**src/include/adc_mon_pkg.sv**
```systemverilog
package adc_mon_pkg;
    localparam int CLOCK_HZ = 100_000_000;
    localparam int MAX_RATE_SPS = 200_000;
    // least conversion period, rounded up to whole cycles
    localparam int CONV_CYCLES = (CLOCK_HZ + MAX_RATE_SPS - 1) / MAX_RATE_SPS;
    localparam int CNT_W = $clog2(CONV_CYCLES + 1);
    localparam logic [CNT_W-1:0] CONV_LAST = CNT_W'(CONV_CYCLES - 1);

    localparam int RES_W = 10;
    localparam int DATA_W = 16;
    localparam int ADDR_W = 7;
    localparam int NUM_CH = 32;
    localparam int CH_W = 5;
    localparam int NUM_SENS = 3;
    localparam int NUM_THR = 8;
    localparam int THR_LO_OFS = 4;
    localparam int THR_OT = 3;
    localparam int AVG_SHIFT = 2;
    localparam int AVG_SAMPLES = 1 << AVG_SHIFT;

    localparam logic [CH_W-1:0] CH_TEMP = 5'h00;
    localparam logic [CH_W-1:0] CH_VCCINT = 5'h01;
    localparam logic [CH_W-1:0] CH_VCCAUX = 5'h02;
    localparam logic [CH_W-1:0] CH_VPVN = 5'h03;
    localparam logic [CH_W-1:0] CH_AUX0 = 5'h10;

    localparam logic [ADDR_W-1:0] ADDR_RES_BASE = 7'h00;
    localparam logic [ADDR_W-1:0] ADDR_MAX_BASE = 7'h20;
    localparam logic [ADDR_W-1:0] ADDR_MIN_BASE = 7'h24;
    localparam logic [ADDR_W-1:0] ADDR_IRQ_STAT = 7'h3e;
    localparam logic [ADDR_W-1:0] ADDR_FLAGS = 7'h3f;
    localparam logic [ADDR_W-1:0] ADDR_CONFIG = 7'h40;
    localparam logic [ADDR_W-1:0] ADDR_IRQ_MASK = 7'h41;
    localparam logic [ADDR_W-1:0] ADDR_SEQ_LO = 7'h48;
    localparam logic [ADDR_W-1:0] ADDR_SEQ_HI = 7'h49;
    localparam logic [ADDR_W-1:0] ADDR_THR_BASE = 7'h50;

    localparam int CFG_AVG = 0;
    localparam int CFG_EVENT = 1;
    localparam int CFG_PD = 2;

    localparam int IRQ_W = 4;
    localparam int IRQ_CONV = 0;
    localparam int IRQ_SEQ = 1;
    localparam int IRQ_ALARM = 2;
    localparam int IRQ_OT = 3;

    localparam logic [DATA_W-1:0] INIT_CONFIG = 16'h0000;
    localparam logic [DATA_W-1:0] INIT_SEQ_LO = 16'h0007;
    localparam logic [DATA_W-1:0] INIT_SEQ_HI = 16'h0000;
    localparam logic [IRQ_W-1:0] INIT_IRQ_MASK = 4'h0;
    // 125 C upper and 70 C release point, temperature code scale
    localparam logic [RES_W-1:0] INIT_OT_UPPER = 10'h329;
    localparam logic [RES_W-1:0] INIT_OT_LOWER = 10'h2b9;
    localparam logic [RES_W-1:0] INIT_UPPER = 10'h3ff;
    localparam logic [RES_W-1:0] INIT_LOWER = 10'h000;

    typedef enum logic [1:0] {
        CV_IDLE = 2'b01,
        CV_BUSY = 2'b10
    } conv_state_e;
endpackage : adc_mon_pkg

```
**src/core/adc_monitor_alarm_control.sv**
```systemverilog
// The register offsets and strobed register access were decided locally.
`timescale 1ns/1ns
module adc_monitor_alarm_control #(
    parameter logic [15:0] P_INIT_CONFIG = adc_mon_pkg::INIT_CONFIG,
    parameter logic [15:0] P_INIT_SEQ_LO = adc_mon_pkg::INIT_SEQ_LO,
    parameter logic [15:0] P_INIT_SEQ_HI = adc_mon_pkg::INIT_SEQ_HI,
    parameter logic [9:0] P_INIT_OT_UPPER = adc_mon_pkg::INIT_OT_UPPER,
    parameter logic [9:0] P_INIT_OT_LOWER = adc_mon_pkg::INIT_OT_LOWER
) (
    input wire logic i_clock,
    input wire logic i_arst_n,
    input wire logic i_user_reset,
    input wire logic [6:0] i_port_reg_address,
    input wire logic [15:0] i_wdata,
    input wire logic i_wr,
    input wire logic i_rd,
    output logic [15:0] o_rdata,
    output logic o_port_access_done,
    input wire logic i_jtag_rd,
    input wire logic [6:0] i_jtag_addr,
    output logic [15:0] o_jtag_rdata,
    input wire logic i_sample_trigger,
    input wire logic [9:0] i_adc_code,
    output logic [4:0] o_adc_channel,
    output logic o_conv_done,
    output logic o_sequence_done,
    output logic [2:0] o_alarm_outputs,
    output logic o_over_temp_alarm,
    output logic o_power_down,
    output logic o_irq
);
    localparam int RW = adc_mon_pkg::RES_W;
    localparam int DW = adc_mon_pkg::DATA_W;
    localparam int NS = adc_mon_pkg::NUM_SENS;

    logic [RW-1:0] res_r [adc_mon_pkg::NUM_CH];
    logic [RW-1:0] max_r [NS];
    logic [RW-1:0] min_r [NS];
    logic [RW-1:0] thr_r [adc_mon_pkg::NUM_THR];
    logic [DW-1:0] config_r, seq_lo_r, seq_hi_r;
    logic [adc_mon_pkg::IRQ_W-1:0] mask_r, stat_r, stat_nxt;
    logic [adc_mon_pkg::CH_W-1:0] chan_r;
    logic [NS-1:0] alarm_r;
    logic ot_r, trig_s1_r, trig_s2_r, trig_s3_r;
    logic sample, avg_valid;
    logic [RW-1:0] avg_result;

    localparam logic [31:0] CH_LEGAL = 32'hffff_000f;
    wire [31:0] seq_mask = {seq_hi_r, seq_lo_r} & CH_LEGAL;

    function automatic logic [4:0] next_channel(input logic [31:0] m, input logic [4:0] c);
        logic [4:0] n;
        logic [4:0] k;
        n = m[c] ? c : adc_mon_pkg::CH_TEMP;
        for (int i = adc_mon_pkg::NUM_CH - 1; i >= 1; i--) begin
            k = c + 5'(i);
            if (m[k]) begin
                n = k;
            end
        end
        return n;
    endfunction : next_channel

    function automatic logic [15:0] pad(input logic [9:0] v);
        return {{(DW - RW){1'b0}}, v};
    endfunction : pad

    wire [adc_mon_pkg::CH_W-1:0] chan_nxt = next_channel(seq_mask, chan_r);
    wire [DW-1:0] flags_word = pad({chan_r, o_power_down, ot_r, alarm_r});

    // address decode, shared with the test port
    function automatic logic [15:0] read_word(input logic [6:0] a);
        logic [15:0] w;
        w = '0;
        if (a < adc_mon_pkg::ADDR_MAX_BASE) begin
            w = pad(res_r[a[4:0]]);
        end else if (a - adc_mon_pkg::ADDR_MAX_BASE < 7'(NS)) begin
            w = pad(max_r[2'(a - adc_mon_pkg::ADDR_MAX_BASE)]);
        end else if (a - adc_mon_pkg::ADDR_MIN_BASE < 7'(NS)) begin
            w = pad(min_r[2'(a - adc_mon_pkg::ADDR_MIN_BASE)]);
        end else if (a == adc_mon_pkg::ADDR_IRQ_STAT) begin
            w = {12'h000, stat_r};
        end else if (a == adc_mon_pkg::ADDR_FLAGS) begin
            w = flags_word;
        end else if (a == adc_mon_pkg::ADDR_CONFIG) begin
            w = config_r;
        end else if (a == adc_mon_pkg::ADDR_IRQ_MASK) begin
            w = {12'h000, mask_r};
        end else if (a == adc_mon_pkg::ADDR_SEQ_LO) begin
            w = seq_lo_r;
        end else if (a == adc_mon_pkg::ADDR_SEQ_HI) begin
            w = seq_hi_r;
        end else if (a - adc_mon_pkg::ADDR_THR_BASE < 7'(adc_mon_pkg::NUM_THR)) begin
            w = pad(thr_r[3'(a - adc_mon_pkg::ADDR_THR_BASE)]);
        end
        return w;
    endfunction : read_word

    wire wr_cfg = i_wr && i_port_reg_address == adc_mon_pkg::ADDR_CONFIG;
    wire wr_mask = i_wr && i_port_reg_address == adc_mon_pkg::ADDR_IRQ_MASK;
    wire wr_seq_lo = i_wr && i_port_reg_address == adc_mon_pkg::ADDR_SEQ_LO;
    wire wr_seq_hi = i_wr && i_port_reg_address == adc_mon_pkg::ADDR_SEQ_HI;
    wire [6:0] thr_off = i_port_reg_address - adc_mon_pkg::ADDR_THR_BASE;
    wire wr_thr = i_wr && thr_off < 7'(adc_mon_pkg::NUM_THR);
    wire rd_stat = i_rd && i_port_reg_address == adc_mon_pkg::ADDR_IRQ_STAT;
    wire event_mode = config_r[adc_mon_pkg::CFG_EVENT];
    wire seq_wrap = avg_valid && chan_nxt <= chan_r;
    wire temp_hit = avg_valid && chan_r == adc_mon_pkg::CH_TEMP;
    wire ot_set = temp_hit && avg_result > thr_r[adc_mon_pkg::THR_OT];
    wire ot_clr = temp_hit &&
        avg_result < thr_r[adc_mon_pkg::THR_OT + adc_mon_pkg::THR_LO_OFS];
    wire [NS-1:0] alarm_set;
    wire [adc_mon_pkg::IRQ_W-1:0] irq_ev = {ot_set && !ot_r, |alarm_set, seq_wrap, avg_valid};

    // trigger is a pin: two flops first, then edge detect
    always_ff @(posedge i_clock or negedge i_arst_n) begin
        if (!i_arst_n) begin
            trig_s1_r <= 1'b0;
            trig_s2_r <= 1'b0;
            trig_s3_r <= 1'b0;
        end else begin
            trig_s1_r <= i_sample_trigger;
            trig_s2_r <= trig_s1_r;
            trig_s3_r <= trig_s2_r;
        end
    end

    // sampling instants at the conversion rate
    conv_timer u_timer (
        .i_clock(i_clock),
        .i_arst_n(i_arst_n),
        .i_event_mode(event_mode),
        .i_trigger(trig_s2_r && !trig_s3_r),
        .o_sample(sample)
    );

    sample_averager u_avg (
        .i_clock(i_clock),
        .i_arst_n(i_arst_n),
        .i_clear(i_user_reset),
        .i_enable(config_r[adc_mon_pkg::CFG_AVG]),
        .i_sample(sample),
        .i_code(i_adc_code),
        .o_valid(avg_valid),
        .o_result(avg_result)
    );

    always_ff @(posedge i_clock or negedge i_arst_n) begin
        if (!i_arst_n) begin
            config_r <= P_INIT_CONFIG;
            seq_lo_r <= P_INIT_SEQ_LO;
            seq_hi_r <= P_INIT_SEQ_HI;
            mask_r <= adc_mon_pkg::INIT_IRQ_MASK;
        end else begin
            if (wr_cfg) config_r <= i_wdata;
            if (wr_mask) mask_r <= i_wdata[adc_mon_pkg::IRQ_W-1:0];
            if (wr_seq_lo) seq_lo_r <= i_wdata;
            if (wr_seq_hi) seq_hi_r <= i_wdata;
        end
    end

    generate
        for (genvar t = 0; t < adc_mon_pkg::NUM_THR; t++) begin : g_thr
            localparam logic [9:0] T_INIT =
                (t == adc_mon_pkg::THR_OT) ? P_INIT_OT_UPPER :
                (t == adc_mon_pkg::THR_OT + adc_mon_pkg::THR_LO_OFS) ? P_INIT_OT_LOWER :
                (t < adc_mon_pkg::THR_LO_OFS) ? adc_mon_pkg::INIT_UPPER :
                adc_mon_pkg::INIT_LOWER;
            // limits default to 3ff upper and 000 lower, the over-temp pair to 125 C and 70 C, until rewritten
            always_ff @(posedge i_clock or negedge i_arst_n) begin
                if (!i_arst_n) thr_r[t] <= T_INIT;
                else if (wr_thr && thr_off[2:0] == 3'(t)) thr_r[t] <= i_wdata[RW-1:0];
            end
        end

        for (genvar c = 0; c < adc_mon_pkg::NUM_CH; c++) begin : g_res
            // result held until the same channel converts again
            always_ff @(posedge i_clock or negedge i_arst_n) begin
                if (!i_arst_n) res_r[c] <= '0;
                else if (avg_valid && chan_r == 5'(c)) res_r[c] <= avg_result;
            end
        end

        for (genvar s = 0; s < NS; s++) begin : g_sens
            wire hit = avg_valid && chan_r == 5'(s);
            assign alarm_set[s] = hit && !alarm_r[s] && (avg_result > thr_r[s] ||
                avg_result < thr_r[s + adc_mon_pkg::THR_LO_OFS]);
            always_ff @(posedge i_clock or negedge i_arst_n) begin
                if (!i_arst_n) begin
                    max_r[s] <= '0;
                    min_r[s] <= '1;
                    alarm_r[s] <= 1'b0;
                end else if (i_user_reset) begin
                    max_r[s] <= '0;
                    min_r[s] <= '1;
                    alarm_r[s] <= 1'b0;
                end else if (hit) begin
                    if (avg_result > max_r[s]) max_r[s] <= avg_result;
                    if (avg_result < min_r[s]) min_r[s] <= avg_result;
                    // out of range raises the alarm
                    alarm_r[s] <= avg_result > thr_r[s] ||
                        avg_result < thr_r[s + adc_mon_pkg::THR_LO_OFS];
                end
            end
        end
    endgenerate

    // set wins over the read clear
    assign stat_nxt = (rd_stat ? '0 : stat_r) | irq_ev;

    always_ff @(posedge i_clock or negedge i_arst_n) begin
        if (!i_arst_n) begin
            chan_r <= adc_mon_pkg::CH_TEMP;
            ot_r <= 1'b0;
            o_conv_done <= 1'b0;
            o_sequence_done <= 1'b0;
            stat_r <= '0;
        end else begin
            stat_r <= stat_nxt;
            // flags rise with the result store
            o_conv_done <= avg_valid;
            o_sequence_done <= seq_wrap;
            // step to the next selected channel
            if (i_user_reset) chan_r <= next_channel(seq_mask, 5'(adc_mon_pkg::NUM_CH - 1));
            else if (avg_valid) chan_r <= chan_nxt;
            // set above upper, hold until below lower
            if (i_user_reset || ot_clr) ot_r <= 1'b0;
            else if (ot_set) ot_r <= 1'b1;
        end
    end

    // access done and registered read data, test port read
    always_ff @(posedge i_clock or negedge i_arst_n) begin
        if (!i_arst_n) begin
            o_rdata <= '0;
            o_port_access_done <= 1'b0;
            o_jtag_rdata <= '0;
        end else begin
            o_rdata <= i_rd ? read_word(i_port_reg_address) : '0;
            o_port_access_done <= i_rd || i_wr;
            // test port read never clears interrupt status
            if (i_jtag_rd) o_jtag_rdata <= read_word(i_jtag_addr);
        end
    end

    assign o_adc_channel = chan_r;
    assign o_alarm_outputs = alarm_r;
    assign o_over_temp_alarm = ot_r;
    // power-down follows the alarm when enabled
    assign o_power_down = ot_r && config_r[adc_mon_pkg::CFG_PD];
    assign o_irq = |(stat_r & mask_r);
endmodule : adc_monitor_alarm_control

```
**src/core/conv_timer.sv**
```systemverilog
`timescale 1ns/1ns
module conv_timer (
    input wire logic i_clock,
    input wire logic i_arst_n,
    input wire logic i_event_mode,
    input wire logic i_trigger,
    output logic o_sample
);
    adc_mon_pkg::conv_state_e state_r, state_nxt;
    logic [adc_mon_pkg::CNT_W-1:0] cnt_r, cnt_nxt;
    logic sample_nxt;
    wire last = cnt_r == adc_mon_pkg::CONV_LAST;

    always_comb begin
        state_nxt = state_r;
        cnt_nxt = cnt_r;
        sample_nxt = 1'b0;
        unique case (state_r)
            adc_mon_pkg::CV_IDLE: begin
                cnt_nxt = '0;
                // triggers while busy are ignored
                if (!i_event_mode || i_trigger) begin
                    state_nxt = adc_mon_pkg::CV_BUSY;
                end
            end
            adc_mon_pkg::CV_BUSY: begin
                cnt_nxt = cnt_r + 1'b1;
                if (last) begin
                    sample_nxt = 1'b1;
                    cnt_nxt = '0;
                    if (i_event_mode) begin
                        state_nxt = adc_mon_pkg::CV_IDLE;
                    end
                end
            end
            default: begin
                state_nxt = adc_mon_pkg::CV_IDLE;
                cnt_nxt = '0;
            end
        endcase
    end

    always_ff @(posedge i_clock or negedge i_arst_n) begin
        if (!i_arst_n) begin
            state_r <= adc_mon_pkg::CV_IDLE;
            cnt_r <= '0;
            o_sample <= 1'b0;
        end else begin
            state_r <= state_nxt;
            cnt_r <= cnt_nxt;
            o_sample <= sample_nxt;
        end
    end
endmodule : conv_timer

```
**src/core/sample_averager.sv**
```systemverilog
`timescale 1ns/1ns
module sample_averager (
    input wire logic i_clock,
    input wire logic i_arst_n,
    input wire logic i_clear,
    input wire logic i_enable,
    input wire logic i_sample,
    input wire logic [adc_mon_pkg::RES_W-1:0] i_code,
    output logic o_valid,
    output logic [adc_mon_pkg::RES_W-1:0] o_result
);
    localparam int ACC_W = adc_mon_pkg::RES_W + adc_mon_pkg::AVG_SHIFT;
    localparam logic [adc_mon_pkg::AVG_SHIFT-1:0] N_LAST =
        adc_mon_pkg::AVG_SHIFT'(adc_mon_pkg::AVG_SAMPLES - 1);
    logic [ACC_W-1:0] acc_r;
    logic [adc_mon_pkg::AVG_SHIFT-1:0] n_r;
    wire [ACC_W-1:0] sum = acc_r + ACC_W'(i_code);
    wire done = i_sample && (!i_enable || n_r == N_LAST);
    wire [adc_mon_pkg::RES_W-1:0] avg = sum[ACC_W-1:adc_mon_pkg::AVG_SHIFT];

    always_ff @(posedge i_clock or negedge i_arst_n) begin
        if (!i_arst_n) begin
            acc_r <= '0;
            n_r <= '0;
            o_valid <= 1'b0;
            o_result <= '0;
        end else begin
            o_valid <= done && !i_clear;
            if (i_clear || done || !i_enable) begin
                acc_r <= '0;
                n_r <= '0;
            end else if (i_sample) begin
                acc_r <= sum;
                n_r <= n_r + 1'b1;
            end
            if (done) begin
                o_result <= i_enable ? avg : i_code;
            end
        end
    end
endmodule : sample_averager

```
**config.mk**
```make
export PLATFORM = sky130hd
export DESIGN_NAME = adc_monitor_alarm_control
export DESIGN_NICKNAME = d
export VERILOG_FILES = /design/src/include/adc_mon_pkg.sv /design/src/core/adc_monitor_alarm_control.sv /design/src/core/conv_timer.sv /design/src/core/sample_averager.sv
export SDC_FILE = /design/constraint.sdc
export NUM_CORES = 2
export LEC_CHECK = 0
export BUFFER_PORTS_ARGS = -buffer_cell sky130_fd_sc_hd__buf_4
export CAP_MARGIN = 5
export CORE_MARGIN = 8
export CORE_UTILIZATION = 58
export CTS_CLUSTER_DIAMETER = 50
export DETAILED_ROUTE_END_ITERATION = 8
export MAX_ROUTING_LAYER = met4
export PLACE_DENSITY = 0.78
export SYNTH_ARGS = -nofsm -noshare
export SYNTH_HDL_FRONTEND = slang
export SYNTH_SLANG_ARGS = --single-unit
```
**constraint.sdc**
```tcl
create_clock -name i_clock -period 5.5 [get_ports i_clock]
set_input_delay 0.825 -clock i_clock [delete_from_list [all_inputs] [get_ports i_clock]]
set_output_delay 0.825 -clock i_clock [all_outputs]
set_load 0.05 [all_outputs]
```
==> out/metrics.csv <==
stage;metric;value;unit
layout;Syn-to-layout area delta;11.1;%
layout;Nets;3918;
grt;first-pass GRT wire length;201000;um
grt;largest net degree at the start of global routing;142;
die;DIE HEIGHT;280;um
layout;fraction of layout cells with a size suffix above 1;30.8;%
critical_path;CP Max Fanout;11;
synth;synth unique cells;103;
critical_path;Worst EP required;6.06;ns
die;Die ar.;0.0782;mm^2
routing;ANT nets after route;0;
routing;DR vias;32500;
clock_network;Worst-path clk slew;0.06;ns
die;width of the die;280;um
timing;worst slew pin tran;1.20;ns
die;IO Pins;93;
timing;Fin Setup TNS;0;ns
critical_path;CP arrival;5.74;ns
synth;Yosys reg bits;600;
critical_path;CP Capture Type;register;
synth;EDFF count, synth;0;
synth;Yosys Warn Count;0;
routing;Remaining DRCs;0;
critical_path;Critical Path Start Type;register;
grt;overall global routing resource usage;34.4;%
power;Net Sw Frac;35.8;%
synth;Post-synth ARST share;100;%
routing;Vias/cell;6.95;
power;LEAKAGE;0.0204;uW
clock_network;Clock Sinks;600;
min_path;Worst Hold Class;in2async;
power;Comb power frac;33.9;%
synth;Syn Inst Count;3661;
timing;fin crit share;94.3;%
power;peak supply drop;273;uV
clock_network;Clock Tree Root;clkbuf_16;
placement;RePlAce Congestion;1.06;
flow_run;max-cap viol count;0;
routing;overall routed net length;133000;um
timing;FMAX;193;MHz
power;P per Cell Area;333;mW/mm^2
placement;dpl hpwl;90400;um
placement;count of input and output buffers;92;
die;total core area;0.0687;mm^2
timing;RSZ-0062 raised after global routing;no;
timing;relative max-transition margin;19.7;%
die;initial core utilization;58.7;%
timing;Slew Limit Fails;0;
timing;Hold Violations, Final;0;
power;switching power;5340;uW
timing;Final min period;5.19;ns
synth;mapped cell area;0.0403;mm^2
clock_network;Skew-Pair Late Insertion Delay;0.63;ns
critical_path;critical path class;reg2reg;
clock_network;Inserted Clock Buffers;72;
synth;post-synthesis sequential area ratio;37.5;%
synth;Syn Nets;3891;
die;Row Count;96;
clock_network;Setup Buffers After CTS;0;
synth;Top FF cell, synth;dfrtp_1;
clock_network;CTS tree;done;
grt;initial antenna violation count;1;
timing;Final Setup Violations;0;
power;Sequential Power Share;32.3;%
power;Clock Power Share;33.8;%
routing;initial detailed-routing violation count;4125;
power;Tot Pwr;14900;uW
grt;vias in the first global route;32000;
routing;DR pass1 iterations;9;
power;internal power;9570;uW
grt;total gr overflow;0;
synth;synthesized area per cell;11.0;um^2
routing;WL/cell;28.4;um
clock_network;H-tree Lvls;3;
timing;Max Clock Skew;0.0424;ns
clock_network;Max clock buf depth;3;
layout;# fillers;5207;
run_status;outcome;completed;
sequential cells by signal (all words and copies together) (netlist names), 4 cells and up:
name	count
config_r	16
mask_r	4
max_r	30
min_r	30
o_adc_channel	5
o_jtag_rdata	16
o_rdata	16
res_r	320
seq_hi_r	16
seq_lo_r	16
stat_r	4
thr_r	80
u_avg.acc_r	12
u_avg.o_result	10
u_timer.cnt_r	9
layer usage:
layer  GRT usage [%]  routed length (um)  part of all wire (%)  vias to the layer above
met3            8.29               14800                    11                      511
met5               -                   0                     0                        -
met1            44.7               51500                    39                    16200
met4            16.7                7630                   5.7                        0
met2            50.6               59000                    44                     2060
li1                -                   -                     -                    13700
timing repair:
| item | in CTS | in global routing |
|---|---|---|
| hold buffers | 0 | 0 |
| gates resized for setup | 0 | 4 |
| setup endpoints to repair | 0 | 2 |
cell usage after synthesis (7+ instances only):
library cell | number | area [um^2]
o21a_1 | 15 | 113
a221oi_1 | 15 | 131
clkbuf_1 | 218 | 818
a22o_1 | 17 | 149
mux2i_1 | 127 | 1270
o22ai_1 | 28 | 175
o221ai_1 | 11 | 96.3
nand2b_1 | 35 | 219
buf_2 | 14 | 70.1
o31a_1 | 7 | 61.3
ha_1 | 182 | 2280
nand2_1 | 310 | 1160
nor2b_1 | 24 | 150
nor3_1 | 46 | 230
a31oi_1 | 57 | 357
a21oi_1 | 136 | 681
o21bai_1 | 10 | 75.1
xnor2_1 | 45 | 394
o211ai_1 | 29 | 218
mux4_2 | 267 | 6010
xor2_1 | 7 | 61.3
mux2_2 | 393 | 4430
buf_1 | 30 | 113
nand4_1 | 24 | 150
nor4_1 | 9 | 56.3
and2_1 | 11 | 68.8
a22oi_1 | 22 | 165
and3_1 | 37 | 231
dfrtp_1 | 525 | 13100
dfstp_2 | 75 | 1970
a311oi_1 | 15 | 131
inv_1 | 175 | 657
a21o_1 | 67 | 503
o21ai_0 | 189 | 946
o21ai_1 | 17 | 85.1
a2111oi_0 | 8 | 70.1
nor2_1 | 201 | 754
or3_1 | 8 | 50.1
nand3_1 | 67 | 335
a211oi_1 | 32 | 240
final cells by class:
class | instances | area [um^2] | area share (%)
Antenna cell | 1 | 2.50 | 0.00559
Clock buffer | 91 | 2010 | 4.50
Clock inverter | 40 | 504 | 1.13
Inverter | 183 | 687 | 1.53
Multi-Input combinational cell | 2608 | 23500 | 52.5
Sequential cell | 600 | 15100 | 33.8
Tap cell | 931 | 1160 | 2.60
Timing Repair Buffer | 223 | 1780 | 3.97
cells in the final DEF (no fill, tap or decap), types with 11 or more instances in the layout:
master / instances
a31oi_1: 57
nor2_1: 201
mux4_2: 267
a21oi_1: 136
ha_1: 181
nand4_1: 24
nand2b_1: 35
dfrtp_1: 514
o21a_1: 15
and3_1: 37
o211ai_1: 29
clkbuf_16: 73
nor2b_1: 24
a221oi_1: 15
dfstp_2: 75
nand2_1: 310
and2_1: 11
xnor2_1: 45
mux2_2: 393
buf_4: 212
o21ai_1: 18
dfrtp_2: 11
nor3_1: 41
a311oi_1: 15
o221ai_1: 11
inv_1: 175
a211oi_1: 31
o22ai_1: 28
mux2i_1: 127
o21ai_0: 188
a21o_1: 67
nand3_1: 67
a22o_1: 17
clkbuf_8: 13
a22oi_1: 21
power groups by stage:
| stage | Combinational [uW] | Clock (uW) | Sequential [uW] |
|---|---|---|---|
| 5_1_grt | 5350 | 5240 | 4830 |
| 6_report | 5050 | 5040 | 4820 |
| 2_1_floorplan | 3190 | 0 | 4870 |
| 4_1_cts | 4910 | 5080 | 4800 |
| 3_3_place_gp | 4870 | 0 | 4870 |
| 3_5_place_dp | 4860 | 0 | 4880 |
metrics by stage:
stage | std cells | hold WS [ns] | worst slack, ns | utilization (%) | cell area, um^2
6_report | 4677 | 0.193 | 0.311 | 65.2 | 44800
5_1_grt | 4676 | 0.246 | 0.0323 | 65.2 | 44800
4_1_cts | 4676 | 0.217 | 0.291 | 65.2 | 44800
3_5_place_dp | 4545 | 0.336 | 0.329 | 61.5 | 42200
3_3_place_gp | 4545 | 0.333 | 0.364 | 61.5 | 42200
2_1_floorplan | 3661 | 0.331 | 0.129 | - | 40300
worst paths after layout:
path                                   from            to  slack (ns)  depth (start not counted)
min reg2reg                       trig_s1_r     trig_s2_r        0.34                          0
min                                i_arst_n     res_r[99]        0.19                          1
max in group asynchronous          i_arst_n  seq_hi_r[12]        3.98                          2
min in group i_clock       i_sample_trigger     trig_s1_r        0.34                          1
max reg2reg                o_adc_channel[1]     stat_r[1]        0.31                         22
max                        o_adc_channel[1]     stat_r[1]        0.31                         22
worst max-delay path: stages (launching register included):
cell and delay (ns):
dfrtp_2 0.36, inv_1 0.05, ha_2 0.52, mux2_2 0.38, mux4_2 0.52, mux2_4 0.33, mux2_4 0.33, nor2_1 0.11
o211ai_1 0.12, or4_1 0.47, nor2_1 0.18, o21ai_1 0.15, a41o_1 0.27, o21ai_2 0.08, ha_1 0.27, nor2b_1 0.14
o21a_1 0.16, o21ai_0 0.17, nand2b_1 0.08, a21oi_1 0.14, a31oi_1 0.05, nor2_1 0.14, a21o_1 0.10
logic make-up after synthesis:
group	Yosys count	synth area share (%)
compound gates	758	12.4
xor+xnor	57	1.33
fa+ha+maj	183	5.70
buf+inv	453	4.36
flops	600	37.5
mux	798	29.4
simple gates	812	9.30
(Power assumes the default switching activity.)
